$ cat src/core/acc_pkg.sv
package acc_pkg;

    // ----------------------------------------------------------------
    // register map (byte addresses, one word each)
    // ----------------------------------------------------------------
    localparam int unsigned ACC_AW          = 5;
    localparam logic [4:0]  ACC_OFF_CTRL_A  = 5'h00;
    localparam logic [4:0]  ACC_OFF_CTRL_B  = 5'h04;
    localparam logic [4:0]  ACC_OFF_CHSEL   = 5'h08;
    localparam logic [4:0]  ACC_OFF_RES_LO  = 5'h0c;
    localparam logic [4:0]  ACC_OFF_RES_HI  = 5'h10;
    localparam logic [4:0]  ACC_OFF_PWR     = 5'h14;

    // converter_control_reg_a fields
    localparam int unsigned ACC_EN_BIT      = 0;
    localparam int unsigned ACC_START_BIT   = 1;
    localparam int unsigned ACC_AUTO_BIT    = 2;
    localparam int unsigned ACC_DONE_BIT    = 3;
    localparam int unsigned ACC_PRESC_LSB   = 4;
    // converter_control_reg_b fields
    localparam int unsigned ACC_TSEL_LSB    = 0;
    // channel_reference_select_reg fields
    localparam int unsigned ACC_CHAN_LSB    = 0;
    localparam int unsigned ACC_LEFT_BIT    = 5;
    localparam int unsigned ACC_REF_LSB     = 6;
    // power register field
    localparam int unsigned ACC_PR_BIT      = 0;

    // reset values
    localparam logic        ACC_PR_RESET    = 1'b0;
    localparam logic [2:0]  ACC_PRESC_RESET = 3'h0;

    // ----------------------------------------------------------------
    // conversion timing, in converter clock cycles
    // ----------------------------------------------------------------
    localparam logic [4:0]  ACC_LEN_NORMAL  = 5'h0d;  // 13
    localparam logic [4:0]  ACC_LEN_FIRST   = 5'h19;  // 25
    localparam logic [4:0]  ACC_SH_NORMAL   = 5'h01;  // falling edge of cycle 1 -> 1.5
    localparam logic [4:0]  ACC_SH_FIRST    = 5'h0d;  // falling edge of cycle 13 -> 13.5
    localparam logic [4:0]  ACC_SH_AUTO     = 5'h01;  // rising edge ending cycle 1 -> 2
    localparam logic [2:0]  ACC_TSEL_FREE   = 3'h0;   // source 0 is the done flag
    localparam int unsigned ACC_TRIG_W      = 8;

    typedef enum logic [2:0] {
        ACC_IDLE = 3'b001,
        ACC_WAIT = 3'b010,
        ACC_CONV = 3'b100
    } acc_fsm_t;

    // controls and status toward the analog core
    typedef struct packed {
        logic       enable;
        logic [3:0] channel_select;
        logic [1:0] reference_select;
        logic       sample;
        logic       converting;
        logic       adc_tick;
    } acc_ana_t;

    // whole state of the control block
    typedef struct packed {
        logic       converter_enable;
        logic       start_conversion;
        logic       auto_trigger_enable;
        logic       conversion_done_flag;
        logic [2:0] clock_prescale_select;
        logic [2:0] trigger_source_select;
        logic [3:0] channel_select;
        logic [1:0] reference_select;
        logic       result_left_align;
        logic       converter_power_reduction;
        logic [3:0] chan_buf;
        logic [1:0] ref_buf;
        logic [7:0] result_low_byte;
        logic [7:0] result_high_byte;
        logic       lock;
        logic       first;
        logic       trig_mode;
        logic [4:0] cyc;
        acc_fsm_t   fsm;
        logic       trig_prev;
        logic [31:0] rdata;
        logic       slverr;
    } acc_st_t;

endpackage : acc_pkg

$ cat src/core/acc_sync.sv
`timescale 1ns/1ps
`default_nettype none
module acc_sync #(
    parameter int W = 8
) (
    input  wire logic         clk_sys,
    input  wire logic         nrst,
    input  wire logic [W-1:0] d,
    output logic      [W-1:0] q
);
    typedef struct packed {
        logic [W-1:0] meta;
        logic [W-1:0] hold;
    } acc_sync_st_t;

    acc_sync_st_t s;
    acc_sync_st_t next_s;

    // two flops per bit; only the second stage leaves the module
    always_comb begin
        next_s      = s;
        next_s.meta = d;
        next_s.hold = s.meta;
    end

    always_ff @(posedge clk_sys) begin
        if (!nrst) begin
            s <= '0;
        end else begin
            s <= next_s;
        end
    end

    assign q = s.hold;
endmodule : acc_sync
`default_nettype wire

$ cat src/core/acc_prescaler.sv
`timescale 1ns/1ps
`default_nettype none
module acc_prescaler (
    input  wire logic       clk_sys,
    input  wire logic       nrst,
    input  wire logic       run,
    input  wire logic       restart,
    input  wire logic [2:0] sel,
    output logic            rise,
    output logic            fall
);
    typedef struct packed {
        logic [6:0] cnt;
    } acc_psc_st_t;

    acc_psc_st_t s;
    acc_psc_st_t next_s;
    logic [7:0]  div;

    // divide by 2 for settings 0 and 1, else by 2^sel; 128 needs the eighth bit
    assign div  = (sel == 3'h0) ? 8'h02 : 8'h01 << sel;
    assign rise = run && (s.cnt == 7'(div - 8'h01));
    assign fall = run && (s.cnt == 7'((div >> 1) - 8'h01));

    // held at zero while stopped; restart realigns the phase to a trigger
    always_comb begin
        next_s = s;
        if (!run || restart) begin
            next_s.cnt = 7'h00;
        end else if (rise) begin
            next_s.cnt = 7'h00;
        end else begin
            next_s.cnt = s.cnt + 7'h01;
        end
    end

    always_ff @(posedge clk_sys) begin
        if (!nrst) begin
            s <= '0;
        end else begin
            s <= next_s;
        end
    end
endmodule : acc_prescaler
`default_nettype wire

$ cat src/core/acc_top.sv
`timescale 1ns/1ps
`default_nettype none
// Notes on behaviour
// RULE1: result goes right-aligned in the two bytes, left-aligned when left-align is set.
// RULE2: reading the low byte blocks converter writes to both result bytes.
// RULE3: a conversion finishing while blocked is discarded, bytes unchanged.
// RULE4: reading the high byte unblocks result writes.
// RULE5: done flag sets after every conversion, discarded ones too.
// RULE6: writing start begins one conversion; start stays set, hardware clears it.
// RULE7: channel written mid-conversion waits for the next conversion.
// RULE8: with auto-trigger, a trigger rising edge resets the prescaler and starts.
// RULE9: edges during a conversion are ignored; a level left high restarts nothing.
// RULE10: software must clear a trigger flag before its next event counts.
// RULE11: done-flag source runs free regardless of the flag; first start is software.
// RULE12: start still works with auto-trigger; start reads one during any conversion.
// RULE13: prescaler runs while enabled and is held reset while disabled.
// RULE14: channel and reference reach the analog core only once enabled.
// RULE15: software keeps the converter clock between 50kHz and 200kHz for 10 bits.
// RULE16: a software start begins at the next rising converter clock edge.
// RULE17: normal conversion 13 converter cycles, first after enable 25.
// RULE18: sample-and-hold 1.5 cycles in, or 13.5 for the first conversion.
// RULE19: completion writes result, sets done flag, clears start in single mode.
// RULE20: auto-trigger samples two cycles after the edge plus three sync clocks.
// RULE21: free running restarts at once after completion, start stays set.
// RULE22: software clears power reduction before enabling or starting.
// RULE23: selection buffer frozen during conversion, follows writes in last cycle.
module acc_top
    import acc_pkg::*;
(
    input  wire logic                  clk_sys,
    input  wire logic                  nrst,

    // register bus
    input  wire logic                  psel,
    input  wire logic                  penable,
    input  wire logic                  pwrite,
    input  wire logic [ACC_AW-1:0]     paddr,
    input  wire logic [31:0]           pwdata,
    output logic      [31:0]           prdata,
    output logic                       pready,
    output logic                       pslverr,

    // triggers
    input  wire logic [ACC_TRIG_W-1:0] trig_in,

    // analog core
    input  wire logic [9:0]            ana_result,
    output acc_ana_t                   ana,
    output logic                       conversion_done_flag
);

    // ----------------------------------------------------------------
    // state and helper nets
    // ----------------------------------------------------------------
    acc_st_t               s;
    acc_st_t               next_s;
    logic [ACC_TRIG_W-1:0] trig_s;

    // prescaler strobes
    logic                  rise;
    logic                  fall;
    logic                  presc_restart;
    logic                  sample;

    // bus decode
    logic                  wr;
    logic                  rd;
    logic                  setup;

    // sequencer
    logic                  trig_now;
    logic                  trig_edge;
    logic                  free_run;
    logic                  complete;
    logic                  frozen;
    logic [4:0]            last;
    logic [4:0]            sh_cyc;

    // ----------------------------------------------------------------
    // trigger inputs come from other logic or pins: two flops each
    // ----------------------------------------------------------------
    acc_sync #(
        .W (ACC_TRIG_W)
    ) u_sync (
        .clk_sys (clk_sys),
        .nrst    (nrst),
        .d       (trig_in),
        .q       (trig_s)
    );

    // ----------------------------------------------------------------
    // converter clock
    // ----------------------------------------------------------------
    acc_prescaler u_presc (
        .clk_sys (clk_sys),
        .nrst    (nrst),
        .run     (s.converter_enable),      // [RULE13]
        .restart (presc_restart),           // [RULE8]
        .sel     (s.clock_prescale_select),
        .rise    (rise),
        .fall    (fall)
    );

    // ----------------------------------------------------------------
    // decoded conditions
    // ----------------------------------------------------------------
    // apb phases; pready is always high so every access phase is one cycle
    assign setup = psel && !penable;
    assign wr    = psel && penable && pwrite;
    assign rd    = psel && penable && !pwrite;

    // synchroniser plus the sequencer state flop make the three extra clocks; the edge term itself is combinational
    assign trig_now  = trig_s[s.trigger_source_select];
    assign trig_edge = trig_now && !s.trig_prev;          // [RULE20]

    assign free_run = s.auto_trigger_enable && (s.trigger_source_select == ACC_TSEL_FREE);

    // cycle bookkeeping
    assign last     = (s.first ? ACC_LEN_FIRST : ACC_LEN_NORMAL) - 5'h01;   // [RULE17]
    assign sh_cyc   = s.trig_mode ? ACC_SH_AUTO : (s.first ? ACC_SH_FIRST : ACC_SH_NORMAL);

    assign complete = (s.fsm == ACC_CONV) && rise && (s.cyc == last);
    assign frozen   = (s.fsm == ACC_CONV) && (s.cyc != last);                // [RULE23]

    // ----------------------------------------------------------------
    // next-state logic
    // ----------------------------------------------------------------
    always_comb begin
        next_s        = s;
        presc_restart = 1'b0;
        sample        = 1'b0;

        // register writes
        if (wr) begin
            unique case (paddr)
                ACC_OFF_CTRL_A: begin
                    // power reduction keeps the converter off
                    next_s.converter_enable      = pwdata[ACC_EN_BIT] && !s.converter_power_reduction;
                    next_s.auto_trigger_enable   = pwdata[ACC_AUTO_BIT];
                    next_s.clock_prescale_select = pwdata[ACC_PRESC_LSB +: 3];

                    if (pwdata[ACC_START_BIT] && next_s.converter_enable) begin
                        next_s.start_conversion = 1'b1;             // [RULE6] [RULE12]
                    end

                    if (pwdata[ACC_DONE_BIT]) begin
                        next_s.conversion_done_flag = 1'b0;         // write one clears
                    end
                end

                ACC_OFF_CTRL_B: begin
                    next_s.trigger_source_select = pwdata[ACC_TSEL_LSB +: 3];
                end

                ACC_OFF_CHSEL: begin
                    next_s.channel_select    = pwdata[ACC_CHAN_LSB +: 4];
                    next_s.result_left_align = pwdata[ACC_LEFT_BIT];
                    next_s.reference_select  = pwdata[ACC_REF_LSB +: 2];
                end

                ACC_OFF_PWR: begin
                    next_s.converter_power_reduction = pwdata[ACC_PR_BIT];

                    if (pwdata[ACC_PR_BIT]) begin
                        next_s.converter_enable = 1'b0;
                    end
                end

                default: begin
                end
            endcase
        end

        // read side effects on the result bytes
        if (rd && (paddr == ACC_OFF_RES_LO)) begin
            next_s.lock = 1'b1;                                     // [RULE2]
        end

        if (rd && (paddr == ACC_OFF_RES_HI)) begin
            next_s.lock = 1'b0;                                     // [RULE4]
        end

        // edge detector follows the level always, so a held level is no edge
        next_s.trig_prev = trig_now;                                // [RULE9]

        // conversion sequencer
        unique case (s.fsm)
            ACC_IDLE: begin
                // software start waits for a tick
                if (s.start_conversion) begin
                    next_s.fsm = ACC_WAIT;
                end else if (s.auto_trigger_enable && !free_run && trig_edge) begin
                    next_s.fsm              = ACC_CONV;             // [RULE8]
                    next_s.cyc              = 5'h00;
                    next_s.trig_mode        = 1'b1;
                    next_s.start_conversion = 1'b1;                 // [RULE12]
                    presc_restart           = 1'b1;
                end
            end

            ACC_WAIT: begin
                if (rise) begin
                    next_s.fsm       = ACC_CONV;                    // [RULE16]
                    next_s.cyc       = 5'h00;
                    next_s.trig_mode = 1'b0;
                end
            end

            ACC_CONV: begin
                // edges here fall through unused                    [RULE9]
                if (s.trig_mode) begin
                    sample = rise && (s.cyc == sh_cyc);             // [RULE20]
                end else begin
                    sample = fall && (s.cyc == sh_cyc);             // [RULE18]
                end

                if (complete) begin
                    next_s.conversion_done_flag = 1'b1;             // [RULE5] [RULE19]
                    next_s.first                = 1'b0;

                    if (!s.lock) begin                              // [RULE3]
                        if (s.result_left_align) begin
                            next_s.result_high_byte = ana_result[9:2];            // [RULE1]
                            next_s.result_low_byte  = {ana_result[1:0], 6'h00};
                        end else begin
                            next_s.result_high_byte = {6'h00, ana_result[9:8]};   // [RULE1]
                            next_s.result_low_byte  = ana_result[7:0];
                        end
                    end

                    if (free_run) begin
                        next_s.cyc       = 5'h00;                   // [RULE11] [RULE21]
                        next_s.trig_mode = 1'b0;
                    end else begin
                        next_s.fsm              = ACC_IDLE;
                        next_s.start_conversion = 1'b0;             // [RULE6] [RULE19]
                    end
                end else if (rise) begin
                    next_s.cyc = s.cyc + 5'h01;                     // [RULE17]
                end
            end

            default: begin
                next_s.fsm = ACC_IDLE;
            end
        endcase

        // selection buffer tracks software only while enabled and unfrozen
        if (s.converter_enable && !frozen) begin
            next_s.chan_buf = s.channel_select;                     // [RULE7] [RULE14] [RULE23]
            next_s.ref_buf  = s.reference_select;
        end

        // disabling aborts everything and re-arms the long first conversion
        if (!next_s.converter_enable) begin
            next_s.fsm              = ACC_IDLE;
            next_s.start_conversion = 1'b0;
            next_s.first            = 1'b1;                         // [RULE17]
            next_s.cyc              = 5'h00;
        end

        // read data captured in setup so prdata leaves a flop
        next_s.slverr = 1'b0;

        if (setup) begin
            next_s.rdata = 32'h0000_0000;
            unique case (paddr)
                ACC_OFF_CTRL_A: begin
                    next_s.rdata[ACC_EN_BIT]          = s.converter_enable;
                    next_s.rdata[ACC_START_BIT]       = s.start_conversion || (s.fsm != ACC_IDLE);
                    next_s.rdata[ACC_AUTO_BIT]        = s.auto_trigger_enable;
                    next_s.rdata[ACC_DONE_BIT]        = s.conversion_done_flag;
                    next_s.rdata[ACC_PRESC_LSB +: 3]  = s.clock_prescale_select;
                end

                ACC_OFF_CTRL_B: begin
                    next_s.rdata[ACC_TSEL_LSB +: 3]   = s.trigger_source_select;
                end

                ACC_OFF_CHSEL: begin
                    next_s.rdata[ACC_CHAN_LSB +: 4]   = s.channel_select;
                    next_s.rdata[ACC_LEFT_BIT]        = s.result_left_align;
                    next_s.rdata[ACC_REF_LSB +: 2]    = s.reference_select;
                end

                ACC_OFF_RES_LO: begin
                    next_s.rdata[7:0]                 = s.result_low_byte;
                end

                ACC_OFF_RES_HI: begin
                    next_s.rdata[7:0]                 = s.result_high_byte;
                end

                ACC_OFF_PWR: begin
                    next_s.rdata[ACC_PR_BIT]          = s.converter_power_reduction;
                end

                default: begin
                    next_s.slverr = 1'b1;
                end
            endcase
        end
    end

    // ----------------------------------------------------------------
    // state register
    // ----------------------------------------------------------------
    // idle and long first conversion out of reset
    always_ff @(posedge clk_sys) begin
        if (!nrst) begin
            s                           <= '0;

            s.fsm                       <= ACC_IDLE;
            s.first                     <= 1'b1;
            s.converter_power_reduction <= ACC_PR_RESET;
            s.clock_prescale_select     <= ACC_PRESC_RESET;
        end else begin
            s <= next_s;
        end
    end

    // ----------------------------------------------------------------
    // outputs
    // ----------------------------------------------------------------
    assign prdata               = s.rdata;
    assign pready               = 1'b1;

    assign pslverr              = s.slverr && psel && penable;

    assign conversion_done_flag = s.conversion_done_flag;

    // the buffer only loads once enabled, so the core sees the previous pick for the first clock after enable
    assign ana.enable           = s.converter_enable;
    assign ana.channel_select   = s.chan_buf;
    assign ana.reference_select = s.ref_buf;

    assign ana.sample           = sample;
    assign ana.converting       = (s.fsm == ACC_CONV);
    assign ana.adc_tick         = rise;

endmodule : acc_top
`default_nettype wire

$ cat config.mk
export PLATFORM = sky130hd
export DESIGN_NAME = acc_top
export DESIGN_NICKNAME = d
export VERILOG_FILES = /design/src/core/acc_pkg.sv /design/src/core/acc_sync.sv /design/src/core/acc_prescaler.sv /design/src/core/acc_top.sv
export SDC_FILE = /design/constraint.sdc
export NUM_CORES = 1
export LEC_CHECK = 0
export ABC_CLOCK_PERIOD_IN_PS = 3200
export BUFFER_PORTS_ARGS = -buffer_cell sky130_fd_sc_hd__buf_2
export CAP_MARGIN = 20
export CORE_ASPECT_RATIO = 0.6
export CORE_UTILIZATION = 53
export CTS_CLUSTER_SIZE = 20
export DETAILED_ROUTE_END_ITERATION = 6
export GPL_TIMING_DRIVEN = 0
export PLACE_DENSITY = 0.84
export SLEW_MARGIN = 20
export SYNTH_ARGS = -nofsm -noshare
export SYNTH_HDL_FRONTEND = slang
export SYNTH_SLANG_ARGS = --single-unit
$ cat constraint.sdc
create_clock -name clk_sys -period 3.2 [get_ports clk_sys]
set_clock_uncertainty 0.1 [all_clocks]
set_input_delay 0.32 -clock clk_sys [delete_from_list [all_inputs] [get_ports clk_sys]]
set_output_delay 0.32 -clock clk_sys [all_outputs]
set_load 0.01 [all_outputs]
# ---- Word level (Yosys, flattened, before mapping)
# Cells that the tools add are included.
dict set report classes {
  n_bitwise 2
  reduce_logical 49
  n_shift 1
  n_addsub 5
  n_lt_le_gt_ge 1
  n_eq_ne 23
  mux 47
}
# cell n
set ops {}
lappend ops {{$logic_and 1x1->1} 22}
lappend ops {{$mux 1} 18}
lappend ops {{$mux 18} 1}
lappend ops {{$mux 6} 3}
lappend ops {{$mux 9} 2}
lappend ops {{$pmux 6 s3} 1}
lappend ops {{$mux 16} 1}
lappend ops {{$mux 5} 3}
lappend ops {{$eq 7x7->1} 2}
lappend ops {{$reduce_and 2->1} 7}
lappend ops {{$sub 7x1->7 const B} 2}
lappend ops {{$mux 3} 4}
lappend ops {{$reduce_and 6->1} 2}
lappend ops {{$eq 5x4->1 const B} 2}
lappend ops {{$eq 5x5->1 const B} 2}
lappend ops {{$pmux 2 s5} 1}
lappend ops {{$pmux 3 s3} 1}
lappend ops {{$mux 4} 2}
lappend ops {{$mux 8} 1}
lappend ops {{$ne 2x2->1 const B} 4}
lappend ops {{$pmux 2 s4} 1}
lappend ops {{$shl 1x3->8 const A} 1}
lappend ops {{$add 7x1->7 const B} 1}
lappend ops {{$logic_not 1->1} 7}
lappend ops {{other kinds (29)} 37}
dict set report totals {
  regBits 84
  output_inout_bits 45
  word_cells 153
}

# ---- Depth between registers and ports, before layout
# Gate-level depths: netlist of the first run.
dict set report logic_depth {
  word_depth 10
  depth_mapped 12
}

# ---- Hierarchy
# A second synthesis of the first run with hierarchy kept.
dict set report unflattened {
  hier_cells 486
  area_unflattened_um2 4474.3
}
# mod seq_area_each_um2 area_each_um2 cells_per_inst instances
set by_module_without_submodules {}
lappend by_module_without_submodules {acc_top 1221.2 3427.0 382 1}
lappend by_module_without_submodules {acc_prescaler 140.1 600.6 71 1}
lappend by_module_without_submodules {acc_sync 320.3 446.7 33 1}

# ---- Least setup slack after synthesis of the first run
# Ideal clock, no wire load.
dict set report synth_path {
  path_type {flip-flop to output port}
  start {reg s[80] in the netlist's numbering}
  end {out ana[2] in the netlist's numbering}
  arrival_time_ns 2.230
  slack_ns 0.550
  required_time_ns 2.780
  stages_incl_launch_ff 13
  path_cell_list {dfxtp_1 > buf_2 > nor2_1 > inv_1 > ha_1 > xor2_1 > nand4_1 > a211oi_2 > o21ai_2 > inv_1 > a21oi_1 > a2111oi_0 > buf_4}
}
dict set report synth_via {
  elab_chain_cells 8
}
# item line
set synth_lines {}
lappend synth_lines {{start: declaration} acc_top.sv:55} ;# acc_st_t s;
lappend synth_lines {{start signal: assignment} acc_top.sv:318} ;# s <= next_s;
lappend synth_lines {{$logic_not 3->1 or $shl 1x3->8 (tied branches)} acc_prescaler.sv:21} ;# assign div = (sel == 3'h0) ? 8'h02 : 8'h01 << sel;
lappend synth_lines {{$mux 8 (*)} acc_prescaler.sv:21}
lappend synth_lines {{$sub 7x1->7 (*)} acc_prescaler.sv:22} ;# assign rise = run && (s.cnt == 7'(div - 8'h01));
lappend synth_lines {{$eq 7x7->1 (*)} acc_prescaler.sv:22}
lappend synth_lines {{$logic_and 1x1->1 (*)} acc_prescaler.sv:22}
lappend synth_lines {{net rise} acc_top.sv:60} ;# logic rise;
lappend synth_lines {{$logic_and 1x1->1 (*)} acc_top.sv:212} ;# sample = rise && (s.cyc == sh_cyc);
lappend synth_lines {{$mux 1 (*)} acc_top.sv:211} ;# if (s.trig_mode) begin
lappend synth_lines {{$mux 1 (*)} acc_top.sv:187} ;# unique case (s.fsm)
lappend synth_lines {{end: declaration} acc_top.sv:48} ;# output acc_ana_t ana,
# Mark *: on every way through the listed nets, which the timed path passes. The rest lies on a longest branch.

# ---- Final worst setup path of the first run
dict set report layout_path {
  start {reg s[79] in the netlist's numbering}
  end {out ana[2] in the netlist's numbering}
}
# The elaborated chain is that of the path after synthesis.

==> flow_summary.json, run 1 <==
{
  "synthCells": 490,
  "die_y_um": 71.35,
  "ys_seq_area_share_pct": 39.59,
  "wl_per_cell_um": 16.30,
  "worst_slew_pin_slew_ns": 1.153,
  "first_global_vias": 3359,
  "antenna_found_initial": 0,
  "dieArea_mm2": 0.008388,
  "drt_iter0_markers": 315,
  "clockBufferDepth": 2,
  "p_leak_nw": 2.114,
  "crit_fanout": 5,
  "r2r_setup_slack_ns": 0.24,
  "status": "complete, no violations",
  "cts_sinks": 84,
  "hp-class": "primary input to flip-flop",
  "start_util_pct": 56.58,
  "grt_pass1_wl_um": 16710,
  "final_util_pct": 70.17,
  "cp-start-kind": "flip-flop",
  "gr-total-overflow": 0,
  "finalCritPeriodShare_pct": 98.47,
  "cts_tree": "built",
  "num_vias": 3870,
  "design.core.area_mm2": 0.007507,
  "min_period_ns": 3.151,
  "ant_nets": 0,
  "dieWidth_um": 117.6,
  "required_ns": 2.78,
  "finalMaxSlewViolations": 0,
  "ys_ff_latch": 84,
  "ys.flop_type": "dfxtp_1",
  "num_rows": 24,
  "cp.buffers_inverters": 5,
  "drv_cap": 0,
  "cp_top_family": "compound AO/OA/AOI/OAI gates",
  "gp_congestion": 0.8374,
  "worstPathCellList": "buf_8 > nor2_4 > inv_2 > ha_4 > xor2_2 > nand4_1 > a211oi_2 > o21ai_4 > inv_2 > a21oi_2 > a2111oi_2 > buf_4 > buf_6",
  "nFillCells": 585,
  "clkLatencyLatePin_ns": 0.35,
  "tns_ns": 0,
  "hold_ws_ns": 0.08456,
  "slowest_stage": "dfxtp_4",
  "viasPerCell": 5.544,
  "cellPowerDensity_mw_per_mm2": 433.8,
  "power_mw": 2.285,
  "grt_max_degree": 13,
  "drive_gt1_share_pct": 26.77,
  "max-vdd-ir-drop_mv": 0.3791,
  "slew-limit-headroom_pct": 22.39,
  "cts_made_buffers": 9,
  "hold_buffers": 0,
  "multi_input_area_mm2": 0.002242,
  "cts_root_buffer": "clkbuf_16",
  "layout.nets": 655,
  "end_kind": "primary output",
  "setup_viol": 0,
  "synth_warnings": 0,
  "cp_slowest_stage_delay_ns": 0.37,
  "h-tree-depth": 3,
  "path_common_cell": "inv_2",
  "numPortBuffers": 52,
  "drt_pass1_iterations": 5,
  "syn_to_final_growth_pct": 24.01,
  "synth.avg_cell_area_um2": 8.669,
  "synth.distinct_cells": 57,
  "dp_hpwl_um": 7837,
  "grt_use_total_pct": 25.61,
  "finalHoldViolations": 0,
  "wl_um": 11380,
  "syn-cell-area_mm2": 0.004248,
  "synth_edf_count": 0,
  "cp.arrival_ns": 2.73,
  "remaining_drc_errors": 0,
  "clk_pin_slew_worst_paths_ns": 0.07,
  "io_pins": 105,
  "max_freq_ghz": 0.3174,
  "critPathKind": "flip-flop to primary output",
  "num_antenna_cells": 0,
  "ys_async_sr_fraction_pct": 0,
  "layout.area.seq_mm2": 0.001689
}
[per-layer routing]
layer	part of all wire, %	GRT usage, %	vias to the layer above
met4	1.5	6.125	0
met5	0	0	-
met3	11	10.75	18
met2	43	37.74	222
met1	44	34.83	1775
li1	-	-	1855
[state kept, by name, indices dropped and copies added (netlist names)]
register and count:
u_presc.s 7, u_sync.q 8, u_sync.next_s 8, prdata 8, s 45, ana 7
conversion_done_flag 1
[layout make-up]
class | count | area share [%]
Buffer | 72 | 8.955
Clock buffer | 14 | 5.202
Clock inverter | 1 | 0.5701
Inverter | 11 | 0.7838
Multi-Input combinational cell | 346 | 42.57
Sequential cell | 84 | 32.07
Tap cell | 104 | 2.470
Timing Repair Buffer | 66 | 7.387
[where the power goes]
group / internal, mW / total, mW / switching (mW)
Clock: 0.665 / 1.07 / 0.404
Sequential: 1.06 / 1.07 / 0.00590
Combinational: 0.0663 / 0.149 / 0.0831
Total: 1.79 / 2.28 / 0.493
[final timing paths]
check	startpoint	end	cells past startpoint
worst min-delay path	trig_in[1]	u_sync.next_s[1]$_SDFF_PN0_	2
worst max-delay path	s[79]$_SDFFE_PN0P_	ana[2]	13
worst min register to register	u_sync.next_s[6]$_SDFF_PN0_	u_sync.q[6]$_SDFF_PN0_	1
worst max register to register	s[79]$_SDFFE_PN0P_	s[49]$_SDFFE_PN0P_	13
[timing repair]
item / in CTS / in global routing
endpoints found under the setup margin: 1 / 10
setup buffers: 1 / 12
gates resized for setup: 9 / 21
cloned: 0 / 1
pin swaps: 2 / 6
[metrics by stage]
| stage | std cells | area [µm²] | setup slack [ns] |
|---|---|---|---|
| 3_5_place_dp | 669 | 4725 | -0.03247 |
| 4_1_cts | 685 | 5071 | 0.01939 |
| 5_1_grt | 698 | 5268 | -0.04053 |
| 2_1_floorplan | 513 | 4334 | 0.5504 |
| 3_3_place_gp | 669 | 4725 | 0.08318 |
| 6_report | 698 | 5268 | 0.04897 |
[placed cells by master, fill, tap and decap left out, drive strengths merged, types with 7 or more instances in the layout]
cell type / netlist / routed
a211oi: 14 / 14
a21oi: 16 / 16
a22oi: 8 / 8
and2: 19 / 19
buf: 49 / 114
clkbuf: 23 / 38
conb: 2 / 25
dfxtp: 84 / 84
inv: 9 / 9
mux2: 7 / 7
mux2i: 24 / 24
nand2: 37 / 37
nand3: 17 / 17
nand4: 9 / 9
nand4b: 8 / 8
nor2: 55 / 55
nor3: 7 / 7
o21ai: 26 / 26
xnor2: 8 / 8
[synthesized netlist by cell type, types with 3 or more instances]
| library cell | count | share of area [%] |
|---|---|---|
| dfxtp_1 | 84 | 40 |
| nor2_1 | 55 | 4.9 |
| buf_4 | 44 | 7.8 |
| nand2_1 | 36 | 3.2 |
| mux2i_1 | 24 | 5.7 |
| o21ai_0 | 24 | 2.8 |
| clkbuf_1 | 22 | 1.9 |
| and2_1 | 18 | 2.7 |
| nand3_1 | 17 | 2.0 |
| a21oi_1 | 16 | 1.9 |
| a211oi_1 | 11 | 1.9 |
| inv_1 | 9 | 0.80 |
| nand4_1 | 9 | 1.3 |
| a22oi_1 | 8 | 1.4 |
| nand4b_1 | 8 | 1.6 |
| xnor2_1 | 8 | 1.6 |
| mux2_2 | 7 | 1.9 |
| nor3_1 | 7 | 0.82 |
| ha_1 | 5 | 1.5 |
| nor3b_1 | 5 | 0.88 |
| xor2_1 | 5 | 1.0 |
| a311oi_1 | 4 | 0.82 |
| a31oi_1 | 4 | 0.59 |
| nand2b_1 | 4 | 0.59 |
| nor2b_1 | 4 | 0.59 |
| o21a_1 | 4 | 0.71 |
| or3_1 | 4 | 0.59 |
| a211oi_2 | 3 | 0.88 |
| a221oi_1 | 3 | 0.62 |
| buf_2 | 3 | 0.35 |
| nor4_1 | 3 | 0.44 |
| o31ai_1 | 3 | 0.53 |
[logic make-up (layout without fill, tap and decap cells)]
logic type	count (synthesis)	count (layout)	share of synthesized area (%)
and+or+nand+nor	178	178	21.27
other	2	25	0.1768
AOI/OAI and AO/OA	92	92	14.73
xor gates and xnor gates	13	13	2.680
muxes	33	33	8.571
DFF	84	84	39.59
buffers and inverters	83	164	11.52
adders and majority gates	5	5	1.473
No activity file was read; power rests on OpenSTA's default activity.
==> inputs of run 2 (changes only) <==
CORE_UTILIZATION = 55   (was 53)
CTS_BUF_LIST = sky130_fd_sc_hd__clkbuf_4   (was default)
PLACE_DENSITY = 0.87   (was 0.84)
==> run 2 against run 1 <==
  * Wire length shrank 3.1%
  * Die area down 3.6%
  * Fmax decreased by 0.38%
  * Via count is 0.23% higher
  * Register-to-register slack got worse by 0.14 ns
  * Combinational power up 4%
  * Sequential power is essentially flat
  * Final cell count grew 0.29%
  * Critical path depth is 1 lower
  * Largest cell class unchanged
  * Largest power group unchanged
==> flow_summary.json, run 2 (same netlist as run 1, synthesis figures left out) <==
{
  "die_y_um": 70.08,
  "cts_tree": "built",
  "layout.nets": 657,
  "critPathKind": "flip-flop to primary output",
  "num_rows": 24,
  "regMostFlops": "s",
  "drt_pass1_iterations": 5,
  "drive_gt1_share_pct": 26.51,
  "clk_pin_slew_worst_paths_ns": 0.14,
  "tns_ns": 0,
  "grt_pass1_wl_um": 17120,
  "crit_fanout": 8,
  "wl_um": 11030,
  "h-tree-depth": 3,
  "min_period_ns": 3.163,
  "nFillCells": 546,
  "combPwrFrac_pct": 7.5,
  "status": "complete, no violations",
  "setup_viol": 0,
  "clockBufferDepth": 2,
  "setup_ws_ns": 0.03703,
  "required_ns": 2.78,
  "clkLatencyLatePin_ns": 0.44,
  "p_sw_share_pct": 22.03,
  "worst_slew_pin_slew_ns": 1.097,
  "worstHoldStart": "pwdata[7]",
  "gp_congestion": 0.8489,
  "p_leak_nw": 2.078,
  "cellPowerDensity_mw_per_mm2": 398.5,
  "cts_root_buffer": "clkbuf_4",
  "layout_common_cells": "81 x dfxtp_1, 53 x buf_2, 53 x buf_4, 52 x nor2_1, 35 x nand2_1",
  "wl_per_cell_um": 15.76,
  "clkPwrFrac_pct": 40.9,
  "cts_sinks": 84,
  "antenna_found_initial": 0,
  "hp-class": "primary input to flip-flop",
  "largest_register_ff_count": 45,
  "dp_hpwl_um": 7715,
  "gr-total-overflow": 0,
  "syn_to_final_growth_pct": 22.03,
  "grt_use_total_pct": 27.22,
  "num_vias": 3879,
  "cp-startpoint": "s[78]$_SDFFE_PN0P_",
  "cts_made_buffers": 9,
  "numPortBuffers": 52,
  "drv_cap": 0,
  "internal_power_mw": 1.610,
  "first_global_vias": 3540,
  "dieArea_mm2": 0.008091,
  "cp-start-kind": "flip-flop",
  "finalHoldViolations": 0,
  "finalMaxSlewViolations": 0,
  "dieWidth_um": 115.5,
  "viasPerCell": 5.541,
  "max-vdd-ir-drop_mv": 0.2729,
  "pwr-share-seq_pct": 51.6,
  "remaining_drc_errors": 0,
  "finalCritPeriodShare_pct": 98.84,
  "start_util_pct": 57.74,
  "instances_no_fill": 700,
  "dp_slack_ns": -0.03623,
  "drt_iter0_markers": 338,
  "num_antenna_cells": 0,
  "ant_nets": 0,
  "dp_cells": 669,
  "end_kind": "primary output",
  "max_freq_ghz": 0.3162,
  "slew-limit-headroom_pct": 26.21,
  "reg2reg_from": "s[78]$_SDFFE_PN0P_",
  "grt_max_degree": 14,
  "mostFrequentLayoutCell": "dfxtp_1",
  "cp.arrival_ns": 2.74,
  "io_pins": 105,
  "p_sw_mw": 0.4551,
  "design.core.area_mm2": 0.007357
}
run 2: changes by cell type in the layout (fill, tap and decap cells not counted), sizes merged:
cell	previous run	this run
dlygate4sd3	0	8
clkbuf	38	33
buf	114	109
clkinv	2	3
bufinv	1	4
run 2: worst max-delay path: stages (launching register included):
cell,delay (ns)
dfxtp_2,0.36
buf_8,0.13
nor2_4,0.09
nand2_2,0.07
ha_4,0.28
xor2_2,0.15
nand4_1,0.17
a211oi_2,0.33
o21ai_4,0.11
inv_2,0.08
a21oi_2,0.06
a2111oi_2,0.29
buf_2,0.19
run 2: through the flow:
stage	hold slack (ns)	cell area, µm²	util (%)	total power, mW
after floorplan	0.3119	4334	-	1.185
after global placement	0.3150	4725	64.22	1.230
after detailed placement	0.3179	4725	64.22	1.234
after CTS	0.007231	5060	68.78	2.061
after global routing	0.01558	5184	70.46	2.127
final	0.01455	5184	70.46	2.065
run 2: timing repair:
| item | 4_1_cts | 5_1_grt |
|---|---|---|
| buffers inserted | 2 | 9 |
| endpoints found under the hold margin | 7 | 1 |
| endpoints found under the setup margin | 2 | 2 |
| gates resized for setup | 13 | 17 |
| pin swaps | 2 | 7 |
| hold buffers | 7 | 1 |
run 2: layout make-up:
class	count	area, µm²	share of cell area [%]
Buffer	69	437.9	8.448
Multi-Input combinational cell	346	2261	43.62
Clock inverter	5	125.1	2.414
Clock buffer	10	75.07	1.448
Inverter	11	41.29	0.7965
Timing Repair Buffer	71	422.9	8.158
Sequential cell	84	1690	32.61
Tap cell	104	130.1	2.510
run 2: power by group through the flow:
stage               Clock, mW  Sequential [mW]  Combinational (mW)
global route            0.888             1.07               0.170
finish                  0.844             1.07               0.155
CTS                     0.844             1.07               0.150
global placement            0             1.09               0.140
floorplan                   0             1.09              0.0963
detailed placement          0             1.09               0.143
run 2: path summary, 6_finish.rpt:
| kind | cells after the start | end | slack, ns |
|---|---|---|---|
| min | 3 | s[70]$_SDFFE_PN0P_ | 0.01 |
| min reg2reg | 1 | u_sync.q[7]$_SDFF_PN0_ | 0.35 |
| max | 12 | ana[2] | 0.04 |
| max reg2reg | 13 | s[56]$_SDFFE_PN0P_ | 0.10 |
run 2: metal layers:
metal / GRT usage [%] / part of all wire (%)
met5: 0 / 0
met4: 6.926 / 2.5
met3: 6.250 / 11
met2: 42.65 / 44
met1: 37.70 / 42
